==> src/evsps_pkg.sv <==
// Shared constants and types for the pilot state sequencer
package evsps_pkg;

   // Register byte offsets on the AHB-Lite port
   localparam logic [7:0] REG_TICK_CFG   = 8'h00;
   localparam logic [7:0] REG_PWM_DUTY   = 8'h04;
   localparam logic [7:0] REG_STATE      = 8'h08;
   localparam logic [7:0] REG_FAULT      = 8'h0C;
   localparam logic [7:0] REG_IRQ_STATUS = 8'h10;
   localparam logic [7:0] REG_IRQ_MASK   = 8'h14;

   // Field widths
   localparam int TICK_W  = 16;
   localparam int PWM_W   = 17;
   localparam int FAULT_W = 4;
   localparam int IRQ_W   = 3;

   // Values after reset, and the fixed PWM period
   localparam logic [TICK_W-1:0]  TICK_CFG_RST = 16'h1000;
   localparam logic [PWM_W-1:0]   PWM_PERIOD   = 17'h186A0;
   localparam logic [PWM_W-1:0]   PWM_DUTY_RST = 17'h0C350;
   localparam logic [IRQ_W-1:0]   IRQ_MASK_RST = 3'h0;

   // Fault bit positions
   localparam int FLT_GF_CHECK = 0;
   localparam int FLT_GF_TRIP  = 1;
   localparam int FLT_RELAY    = 2;
   localparam int FLT_PILOT    = 3;

   // Interrupt event bit positions
   localparam int EV_STATE   = 0;
   localparam int EV_FAULT   = 1;
   localparam int EV_GF_PASS = 2;

   // Pilot level codes reported by the pilot_voltage_converter handler
   localparam logic [2:0] PLV_A = 3'h0;
   localparam logic [2:0] PLV_B = 3'h1;
   localparam logic [2:0] PLV_C = 3'h2;
   localparam logic [2:0] PLV_D = 3'h3;

   // Sequencer states
   typedef enum logic [3:0] {
      ST_START,
      ST_GF_SELFTEST,
      ST_GF_EXPECT,
      ST_GF_PASS,
      ST_A,
      ST_B,
      ST_C,
      ST_D,
      ST_FAULT
   } evsps_state_t;

   // Whole module state
   typedef struct packed {
      logic [31:0]        rd;
      logic               ready;
      logic               wr_pend;
      logic [7:0]         wr_addr;
      logic [TICK_W-1:0]  tick_cnt;
      logic [TICK_W-1:0]  tick_cfg;
      logic               tick;
      logic [PWM_W-1:0]   pwm_cnt;
      logic [PWM_W-1:0]   duty;
      evsps_state_t       st;
      logic               gf_expect;
      logic               gf_seen;
      logic [FAULT_W-1:0] faults;
      logic               relay;
      logic               pilot_out;
      logic               pilot_high;
      logic               coil;
      logic [IRQ_W-1:0]   irq_stat;
      logic [IRQ_W-1:0]   irq_mask;
      logic               irq;
   } evsps_regs_t;

endpackage

==> src/evsps_top.sv <==
// Pilot state sequencer with ground-fault self-test and AHB-Lite registers
// Contract
// - State is evaluated only on a once-per-second tick counted from metering samples.
// - Self-test state sets the expect flag and pulses the test coil once.
// - Detector firing while expected records a passed test, not a trip fault.
// - Expect state faults on a missed test pulse, else moves to pass state.
// - Pass state does no pilot signalling and then moves to state A.
// - Entering state A drives the pilot line steadily high.
// - State A leaves only to B or fault, to B when the vehicle connect drop is reported.
// - Any other unexpected pilot level in state A gives a pilot fault.
// - Entering state B switches the pilot line to PWM.
// - State B goes to C on ready, A on unplug, fault on pilot fault.
// - Entering state C closes the charge relay.
// - State C goes to B, A, D or fault according to the pilot level.
// - All four faults are critical, latched, and cleared only by restart.
// - Pilot levels are sampled once per tick, so reaction takes up to a second.
`timescale 1ns/1ps
module evsps_top
   import evsps_pkg::*;
#(
   parameter logic [TICK_W-1:0] TICK_SAMPLES = TICK_CFG_RST
)(
   // Clock and reset
   input  wire logic        SYS_CLK,
   input  wire logic        ARST_N,
   // AHB-Lite slave
   input  wire logic        HSEL,
   input  wire logic [31:0] HADDR,
   input  wire logic [1:0]  HTRANS,
   input  wire logic        HWRITE,
   input  wire logic [2:0]  HSIZE,
   input  wire logic [31:0] HWDATA,
   input  wire logic        HREADY,
   output wire logic [31:0] HRDATA,
   output wire logic        HREADYOUT,
   output wire logic        HRESP,
   // Metering and sensing
   input  wire logic        SAMPLE_STB,
   input  wire logic [2:0]  PILOT_LEVEL,
   input  wire logic        GF_DETECT,
   input  wire logic        RELAY_FB,
   // Actuators
   output wire logic        PILOT_OUT,
   output wire logic        PILOT_HIGH,
   output wire logic        RELAY_CLOSE,
   output wire logic        GF_TEST_COIL,
   // Interrupt
   output wire logic        IRQ
);

   // Synchronised copy of the reset
   logic [1:0]  rst_pipe;
   logic        rst_n;

   // Whole block state and its next value
   evsps_regs_t s;
   evsps_regs_t next_s;

   // Interrupt set and clear strobes of this cycle
   logic [IRQ_W-1:0] ev_set;
   logic [IRQ_W-1:0] ev_clr;

   // Pilot PWM compare, high for the first duty cycles of a period
   logic        pwm_level;

   // Reset release through two flops; only the second is used
   // Assertion is immediate; release waits two edges against metastability
   always_ff @(posedge SYS_CLK or negedge ARST_N) begin
      if (!ARST_N) begin
         rst_pipe <= 2'h0;
      end else begin
         rst_pipe <= {rst_pipe[0], 1'b1};
      end
   end
   assign rst_n = rst_pipe[1];

   // Register readback; unmapped offsets read as zero
   // Captured at the address phase, so the bus never needs a wait state
   function automatic logic [31:0] read_mux(input logic [7:0] a, input evsps_regs_t r);
      logic [31:0] v;
      v = 32'h0000_0000;
      unique case (a)
         REG_TICK_CFG:   v[TICK_W-1:0] = r.tick_cfg;
         REG_PWM_DUTY:   v[PWM_W-1:0] = r.duty;
         REG_STATE:      v[7:0] = {r.pilot_out, r.pilot_high, r.relay, r.gf_expect,
                                   r.st};
         REG_FAULT:      v[FAULT_W-1:0] = r.faults;
         REG_IRQ_STATUS: v[IRQ_W-1:0] = r.irq_stat;
         REG_IRQ_MASK:   v[IRQ_W-1:0] = r.irq_mask;
         default:        v = 32'h0000_0000;
      endcase
      return v;
   endfunction

   // Next-state logic for the whole block
   always_comb begin
      // Pulses default low; every other register holds
      next_s = s;
      next_s.tick = 1'b0;
      next_s.coil = 1'b0;
      next_s.ready = 1'b1;

      // No events unless raised below
      ev_set = '0;
      ev_clr = '0;

      // Write data phase: commit the captured address
      // STATE and FAULT are read only and fall to the default
      if (s.wr_pend) begin
         unique case (s.wr_addr)
            REG_TICK_CFG:   next_s.tick_cfg = HWDATA[TICK_W-1:0];
            REG_PWM_DUTY:   next_s.duty = HWDATA[PWM_W-1:0];
            REG_IRQ_STATUS: ev_clr = HWDATA[IRQ_W-1:0];
            REG_IRQ_MASK:   next_s.irq_mask = HWDATA[IRQ_W-1:0];
            default:        next_s.wr_pend = 1'b0;
         endcase
      end

      // Address phase: zero wait states, read data captured now
      // A read meeting a write data phase still sees the old value
      next_s.wr_pend = 1'b0;
      if (HSEL && HTRANS[1] && HREADY) begin
         next_s.wr_pend = HWRITE;
         next_s.wr_addr = HADDR[7:0];
         if (!HWRITE) begin
            next_s.rd = read_mux(HADDR[7:0], s);
         end
      end

      // Once-per-second tick from the metering sample count
      // A count of zero wraps the compare to the maximum, giving a tick every 65536 samples
      if (SAMPLE_STB) begin
         if (s.tick_cnt >= s.tick_cfg - 16'h0001) begin
            next_s.tick_cnt = '0;
            next_s.tick = 1'b1;
         end else begin
            next_s.tick_cnt = s.tick_cnt + 16'h0001;
         end
      end

      // Free-running pilot PWM period counter
      // Period is fixed; only the high time is programmable
      if (s.pwm_cnt >= PWM_PERIOD - 17'h00001) begin
         next_s.pwm_cnt = '0;
      end else begin
         next_s.pwm_cnt = s.pwm_cnt + 17'h00001;
      end

      // Detector: expected pulse is a pass, anything else is a trip
      // Each high cycle counts, so a stuck detector trips at once
      if (GF_DETECT) begin
         if (s.gf_expect) begin
            next_s.gf_seen = 1'b1;
         end else begin
            next_s.faults[FLT_GF_TRIP] = 1'b1;
         end
      end

      // Relay welded: feedback closed while it has been commanded open
      // Looked at on the tick only, so contact bounce after opening is ignored
      if (s.tick && !s.relay && RELAY_FB) begin
         next_s.faults[FLT_RELAY] = 1'b1;
      end

      // Sequencer moves only on the tick, sampling the pilot level then
      // Up to a second of latency, which the pilot handshake tolerates
      if (s.tick) begin
         unique case (s.st)
            ST_START: begin
               next_s.st = ST_GF_SELFTEST;
            end
            ST_GF_SELFTEST: begin
               next_s.gf_expect = 1'b1;
               next_s.gf_seen = 1'b0;
               next_s.coil = 1'b1;
               next_s.st = ST_GF_EXPECT;
            end
            ST_GF_EXPECT: begin
               next_s.gf_expect = 1'b0;
               // A detection in this very cycle still counts as seen
               if (!next_s.gf_seen) begin
                  next_s.faults[FLT_GF_CHECK] = 1'b1;
               end else begin
                  next_s.st = ST_GF_PASS;
                  ev_set[EV_GF_PASS] = 1'b1;
               end
            end
            ST_GF_PASS: begin
               next_s.st = ST_A;
            end
            ST_A: begin
               if (PILOT_LEVEL == PLV_B) begin
                  next_s.st = ST_B;
               end else if (PILOT_LEVEL != PLV_A) begin
                  next_s.faults[FLT_PILOT] = 1'b1;
               end
            end
            ST_B: begin
               if (PILOT_LEVEL == PLV_C) begin
                  next_s.st = ST_C;
               end else if (PILOT_LEVEL == PLV_A) begin
                  next_s.st = ST_A;
               end else if (PILOT_LEVEL != PLV_B && PILOT_LEVEL != PLV_D) begin
                  next_s.faults[FLT_PILOT] = 1'b1;
               end
            end
            ST_C, ST_D: begin
               unique case (PILOT_LEVEL)
                  PLV_A:   next_s.st = ST_A;
                  PLV_B:   next_s.st = ST_B;
                  PLV_C:   next_s.st = ST_C;
                  PLV_D:   next_s.st = ST_D;
                  default: next_s.faults[FLT_PILOT] = 1'b1;
               endcase
            end
            ST_FAULT: begin
               // Only a restart leaves this state
               next_s.st = ST_FAULT;
            end
            default: next_s.st = ST_FAULT;
         endcase
         // Any latched fault wins over the normal step
         // Trip faults raised between ticks wait here; relay faults are raised on the tick itself
         if (next_s.faults != '0) begin
            next_s.st = ST_FAULT;
            next_s.gf_expect = 1'b0;
         end
      end

      // Outputs follow the state being entered
      pwm_level = (s.pwm_cnt < s.duty);
      unique case (next_s.st)
         ST_A: begin
            next_s.pilot_high = 1'b1;
            next_s.pilot_out = 1'b1;
         end
         ST_B, ST_C, ST_D: begin
            next_s.pilot_high = 1'b0;
            next_s.pilot_out = pwm_level;
         end
         default: begin
            // Start, self-test and fault hold the line low and still
            next_s.pilot_high = 1'b0;
            next_s.pilot_out = 1'b0;
         end
      endcase
      // Relay only closed in C; D is kept open since venting is not handled
      // Leaving C for any state opens it through the same compare
      next_s.relay = (next_s.st == ST_C);

      // Sticky interrupt events; a new event beats a same-cycle clear
      if (s.tick && next_s.st != s.st) begin
         ev_set[EV_STATE] = 1'b1;
      end
      if (next_s.st == ST_FAULT && s.st != ST_FAULT) begin
         ev_set[EV_FAULT] = 1'b1;
      end
      next_s.irq_stat = (s.irq_stat & ~ev_clr) | ev_set;

      // Level interrupt from the status and mask being registered
      next_s.irq = |(next_s.irq_stat & next_s.irq_mask);
   end

   // State register; faults survive everything but reset
   // Only the synchronised reset reaches these flops
   always_ff @(posedge SYS_CLK or negedge rst_n) begin
      if (!rst_n) begin
         s.rd <= 32'h0000_0000;
         s.ready <= 1'b1;
         s.wr_pend <= 1'b0;
         s.wr_addr <= 8'h00;
         s.tick_cnt <= '0;
         s.tick_cfg <= TICK_SAMPLES;
         s.tick <= 1'b0;
         s.pwm_cnt <= '0;
         s.duty <= PWM_DUTY_RST;
         s.st <= ST_START;
         s.gf_expect <= 1'b0;
         s.gf_seen <= 1'b0;
         s.faults <= '0;
         s.relay <= 1'b0;
         s.pilot_out <= 1'b0;
         s.pilot_high <= 1'b0;
         s.coil <= 1'b0;
         s.irq_stat <= '0;
         s.irq_mask <= IRQ_MASK_RST;
         s.irq <= 1'b0;
      end else begin
         s <= next_s;
      end
   end

   // Port drive straight from the state flops, except HRESP which is tied off
   assign HRDATA = s.rd;
   assign HREADYOUT = s.ready;
   assign HRESP = 1'b0; // Always OKAY

   // Actuators and interrupt
   assign PILOT_OUT = s.pilot_out;
   assign PILOT_HIGH = s.pilot_high;
   assign RELAY_CLOSE = s.relay;
   assign GF_TEST_COIL = s.coil;
   assign IRQ = s.irq;

endmodule

==> config.mk <==
export PLATFORM = sky130hd
export DESIGN_NAME = evsps_top
export DESIGN_NICKNAME = d
export VERILOG_FILES = /design/src/evsps_pkg.sv /design/src/evsps_top.sv
export SDC_FILE = /design/constraint.sdc
export NUM_CORES = 1
export LEC_CHECK = 0
export BUFFER_PORTS_ARGS = -buffer_cell sky130_fd_sc_hd__buf_2
export CAP_MARGIN = 20
export CORE_MARGIN = 2
export CORE_UTILIZATION = 50
export CTS_CLUSTER_DIAMETER = 200
export CTS_CLUSTER_SIZE = 8
export DETAILED_ROUTE_END_ITERATION = 8
export GPL_TIMING_DRIVEN = 0
export HOLD_SLACK_MARGIN = 0.03
export PLACE_DENSITY_LB_ADDON = 0.25
export REMOVE_ABC_BUFFERS = 1
export SLEW_MARGIN = 20
export SYNTH_ARGS = -nofsm -noshare
export SYNTH_HDL_FRONTEND = slang
export SYNTH_SLANG_ARGS = --single-unit
==> constraint.sdc <==
create_clock -name SYS_CLK -period 4.1 [get_ports SYS_CLK]
set_input_delay 0.41 -clock SYS_CLK [delete_from_list [all_inputs] [get_ports SYS_CLK]]
set_output_delay 0.41 -clock SYS_CLK [all_outputs]
set_load 0.1 [all_outputs]
Word-level counts from Yosys, hierarchy flattened
Cells that the tools add are included.
{ "totals": {"regBits": 116, "output_inout_bits": 39} }
{ "classes": {"add_sub_neg": 3, "order_cmp": 3, "eq_ne": 27, "mux": 48, "bitwise_logic": 5, "n_reduce_logical": 23} }
{ "ops": {"columns": ["operator", "n"], "rows": [
  ["== test 4 x 3 -> 1 bit, second input constant", 8],
  ["== test 8 x 5 -> 1 bit, second input constant", 4],
  ["one-hot mux 4 bit (7 select lines)", 1],
  ["two-way mux 1 bit", 26],
  ["one-hot mux 3 bit (6 select lines)", 1],
  ["adder 17 x 1 -> 17 bit, second input constant", 1],
  [">= comparator 17 bit, second input constant", 1],
  ["less-than comparator 17 bit", 1],
  ["two-way mux 17 bit", 1],
  ["adder 16 x 1 -> 16 bit, second input constant", 1],
  ["== test 8 x 3 -> 1 bit, second input constant", 2],
  ["== test 8 x 4 -> 1 bit, second input constant", 2],
  [">= comparator 16 bit", 1],
  ["zero test 8 bit", 2],
  ["two-way mux 16 bit", 1],
  ["two-way mux 4 bit", 4],
  ["one-hot mux 4 bit (4 select lines)", 1],
  ["one-hot mux 8 bit (2 select lines)", 1],
  ["subtractor 16 x 1 -> 16 bit, second input constant", 1],
  ["two-way mux 3 bit", 4],
  ["one-hot mux 4 bit (3 select lines)", 1],
  ["two-way mux 9 bit", 1],
  ["== test 4 x 2 -> 1 bit, second input constant", 2],
  ["AND reduction 2 bit", 4],
  ["other kinds (27)", 37]
]} }

Depth between registers and ports, before layout
{ "depth": {"depth_word": 16, "depth_mapped": 14, "mapped_depth_nobuf": 13} }

Worst setup path after synthesis
Ideal clock, no wire load.
{ "synth_path": {"path_kind": "register to register", "startpoint": "reg s[59] (netlist bit)", "endpoint": "reg s[79] (netlist bit)", "arrival_time_ps": 3196, "required_ps": 4022, "slack_ps": 827, "path_stages_with_launch": 14, "n_path_buf": 1, "period_less_slack_ps": 3273, "path_cell_list": "dfrtp_1 or4_4 nor3_2 nor3b_2 nand2b_1 nor4_2 xnor2_1 ha_1 a21o_1 a21o_1 a22oi_1 nand2_1 clkbuf_1 a21oi_1"} }
{ "synth_between": {"elab_chain_cells": 3} }
{ "synth_rtl": {"columns": ["element", "line", "rtl"], "rows": [
  ["from (decl)", "evsps_top.sv:56", "evsps_regs_t s;"],
  ["from (signal assigned)", "evsps_top.sv:289", "s <= next_s;"],
  ["subtractor 16 x 1 -> 16 bit", "evsps_top.sv:133", "if (s.tick_cnt >= s.tick_cfg - 16'h0001) begin"],
  [">= comparator 16 bit", "evsps_top.sv:133", null],
  ["two-way mux 16 bit", "evsps_top.sv:133", null]
]} }
No other way between the ends.
A chain may end at the register's enable or synchronous reset.

==> results.json <==
{
  "cts.clk_slew.worst_paths_ns": 0.05,
  "firstDrtPassIters": 7,
  "ant_nets": 0,
  "worst_skew_pair.late_latency_ns": 0.42,
  "endpoint_kind": "register",
  "cts_root_buf": "clkbuf_16",
  "ys_seq_elements": 116,
  "total_leakage_power_nw": 3.527,
  "syn_to_final_growth_pct": 12.67,
  "cts_tree": "done",
  "grt_max_degree": 56,
  "r2r-start": "s[59]",
  "avgRoutedWirePerCell_um": 16.32,
  "hold_slack_ns": 0.2254,
  "die_y_um": 119.2,
  "grt_pass1_wl_um": 23690,
  "ys_warn_count": 0,
  "clock_sinks": 116,
  "layout_common_cells": "dfrtp_1, buf_2, nand2_1",
  "worstSetupPathType": "register to register",
  "cp.required_ns": 4.40,
  "fin_worst_skew_ns": 0.01094,
  "drtIter0Drc": 362,
  "initial_core_util_pct": 50.71,
  "async_flop_share_pct": 100.0,
  "coreArea_mm2": 0.01309,
  "io_buffers": 58,
  "relSlewSlack_pct": 45.32,
  "syn_avg_cell_area_um2": 10.29,
  "finalCritPeriodShare_pct": 93.32,
  "synth_cells": 645,
  "rsz0062_at_grt": "no",
  "stdcell_area_mm2": 0.007476,
  "ys.flop_type": "dfrtp_1",
  "hold_class": "register to asynchronous set/reset pin",
  "worst_pin_slew_ns": 0.8166,
  "ir_drop_mv": 0.3148,
  "dp.final_hpwl_um": 10330,
  "nNetsFinal": 802,
  "cp.arrival_ns": 4.13,
  "drv_slew": 0,
  "placed_area_mm2": 0.006925,
  "rrSetupSlack_ns": 0.27,
  "fin_setup_tns_ns": 0,
  "setup_viol": 0,
  "drv_cap": 0,
  "gp_congestion": 0.8660,
  "cts_buffer_depth": 2,
  "cts_buffers": 17,
  "synth_edf_count": 0,
  "syn_area_mm2": 0.006635,
  "drt_wl_total_um": 14260,
  "max_freq_mhz": 261.4,
  "outcome": "completed",
  "yosysSeqAreaShare_pct": 43.88,
  "ios": 119,
  "rows": 42,
  "drc": 0,
  "grt_pass1_vias": 4778,
  "fp.dieW_um": 119.2,
  "die_area_mm2": 0.01421,
  "fin_crit_ns": 3.826,
  "finalHoldViolCount": 0,
  "antenna_found_initial": 0,
  "overflow": 0,
  "vias": 4840,
  "p_per_area_mw_per_mm2": 437.6,
  "cts.htree.levels": 4,
  "cp-start-kind": "register",
  "r2r_end": "s[55]",
  "cp_max_fo": 15,
  "track_usage_pct": 21.36,
  "viasPerCell": 5.538,
  "ys_types": 75,
  "rr_worst_depth": 13,
  "drive_gt1_share_pct": 22.92,
  "final_common_cell": "dfrtp_1",
  "num_antenna_cells": 0
}
[through the flow]
step           instances  utilization [%]  worst slack, ns  total power, mW
2_1_floorplan        606                -           0.6413            1.755
4_1_cts              874            57.11          0.05377            3.292
3_5_place_dp         843            52.93          0.07740            1.925
3_3_place_gp         840            52.39          -0.5605            1.884
5_1_grt              874            57.13          0.04443            3.436
6_report             874            57.13           0.2739            3.271
[worst max-delay path, cell delays in order (launching register included)]
cell      delay, ns
dfrtp_1        0.44
or4_4          0.57
nor3_2         0.13
nor3b_2        0.24
nand2b_1       0.14
nor4_2         0.20
xnor2_1        0.17
ha_1           0.27
and4_1         0.24
nand2_1        0.07
o21bai_1       0.05
a31oi_1        0.53
nand2_2        0.37
and2_1         0.28
[per-layer routing]
metal	vias up	wire, um	part of all wire (%)	track usage (%)
li1	2330	-	-	-
met1	2372	6508	46	28.65
met2	121	6877	48	33.55
met3	17	674	4.7	5.556
met4	0	203	1.4	7.664
met5	-	0	0	0
[cells in the mapped netlist (3+ instances only)]
| master | instances | share of area [%] |
|---|---|---|
| a211oi_1 | 4 | 0.45 |
| a21o_1 | 12 | 1.4 |
| a21oi_1 | 26 | 2.0 |
| a22oi_1 | 12 | 1.4 |
| a31oi_1 | 6 | 0.57 |
| and3_1 | 5 | 0.47 |
| and4_1 | 6 | 0.79 |
| buf_2 | 4 | 0.30 |
| buf_4 | 35 | 4.0 |
| clkbuf_1 | 14 | 0.79 |
| dfrtp_1 | 109 | 41 |
| dfstp_2 | 7 | 2.8 |
| ha_1 | 35 | 6.6 |
| inv_1 | 37 | 2.1 |
| mux2_2 | 43 | 7.3 |
| mux2i_1 | 8 | 1.2 |
| nand2_1 | 54 | 3.1 |
| nand2b_1 | 6 | 0.57 |
| nand3_1 | 17 | 1.3 |
| nand4_1 | 11 | 1.0 |
| nor2_1 | 47 | 2.7 |
| nor2b_1 | 3 | 0.28 |
| nor3_1 | 6 | 0.45 |
| nor3_2 | 3 | 0.45 |
| nor3b_1 | 4 | 0.45 |
| nor4_1 | 4 | 0.38 |
| o211ai_1 | 7 | 0.79 |
| o21ai_0 | 22 | 1.7 |
| o21bai_1 | 4 | 0.45 |
| o221ai_1 | 3 | 0.40 |
| o31ai_1 | 6 | 0.68 |
| xnor2_1 | 18 | 2.4 |
| xor2_1 | 20 | 2.6 |
[state kept, by name, summed over array words and instances, names as in the netlist]
signal,cells
s,92
GF_TEST_COIL,1
IRQ,1
PILOT_HIGH,1
PILOT_OUT,1
HRDATA,17
RELAY_CLOSE,1
rst_pipe,2
[report_power, final]
group | internal (mW) | switching (mW) | total (mW)
combinational | 0.196 | 0.350 | 0.546
sequential | 1.24 | 0.125 | 1.37
clock | 0.869 | 0.491 | 1.36
[what timing repair did]
| item | CTS | global route |
|---|---|---|
| hold endpoints to repair | 2 | 0 |
| resized for setup | 0 | 1 |
| setup endpoints to repair | 0 | 15 |
| hold buffers | 1 | 0 |
| setup buffers | 0 | 0 |
[worst max-delay path by stage]
stage	startpoint	end	slack, ns	depth (start not counted)
finish	s[59]	s[55]	0.27	13
global route	s[59]	s[75]	0.04	12
CTS	s[59]	s[55]	0.05	12
detailed placement	s[59]	s[75]	0.08	12
global placement	rst_pipe[1]	s[17]	-0.56	0
floorplan	rst_pipe[1]	GF_TEST_COIL	0.64	0
[cells by family (layout without fill, tap and decap cells)]
group                      after synthesis  in the layout  synth area share [%]
and+or+nand+nor                        185            185                 15.07
DFF                                    116            116                 43.88
muxes                                   53             53                 9.070
AOI/OAI and AO/OA                      124            124                 12.88
other                                    2             18                0.1132
buffers and inverters                   92            129                 7.373
adders and majority gates               35             35                 6.600
xor gates and xnor gates                38             38                 5.016
[layout make-up]
type                       count  area, um^2
clock buffer                  25       485.5
clock inverter                 5       52.55
fill                        1142        5609
inverter                      37       138.9
multi-input combinational    453        3304
sequential                   116        2915
tap                          176       220.2
timing repair buffer          62       359.1
Note: power is estimated with default switching activity, not from simulation.
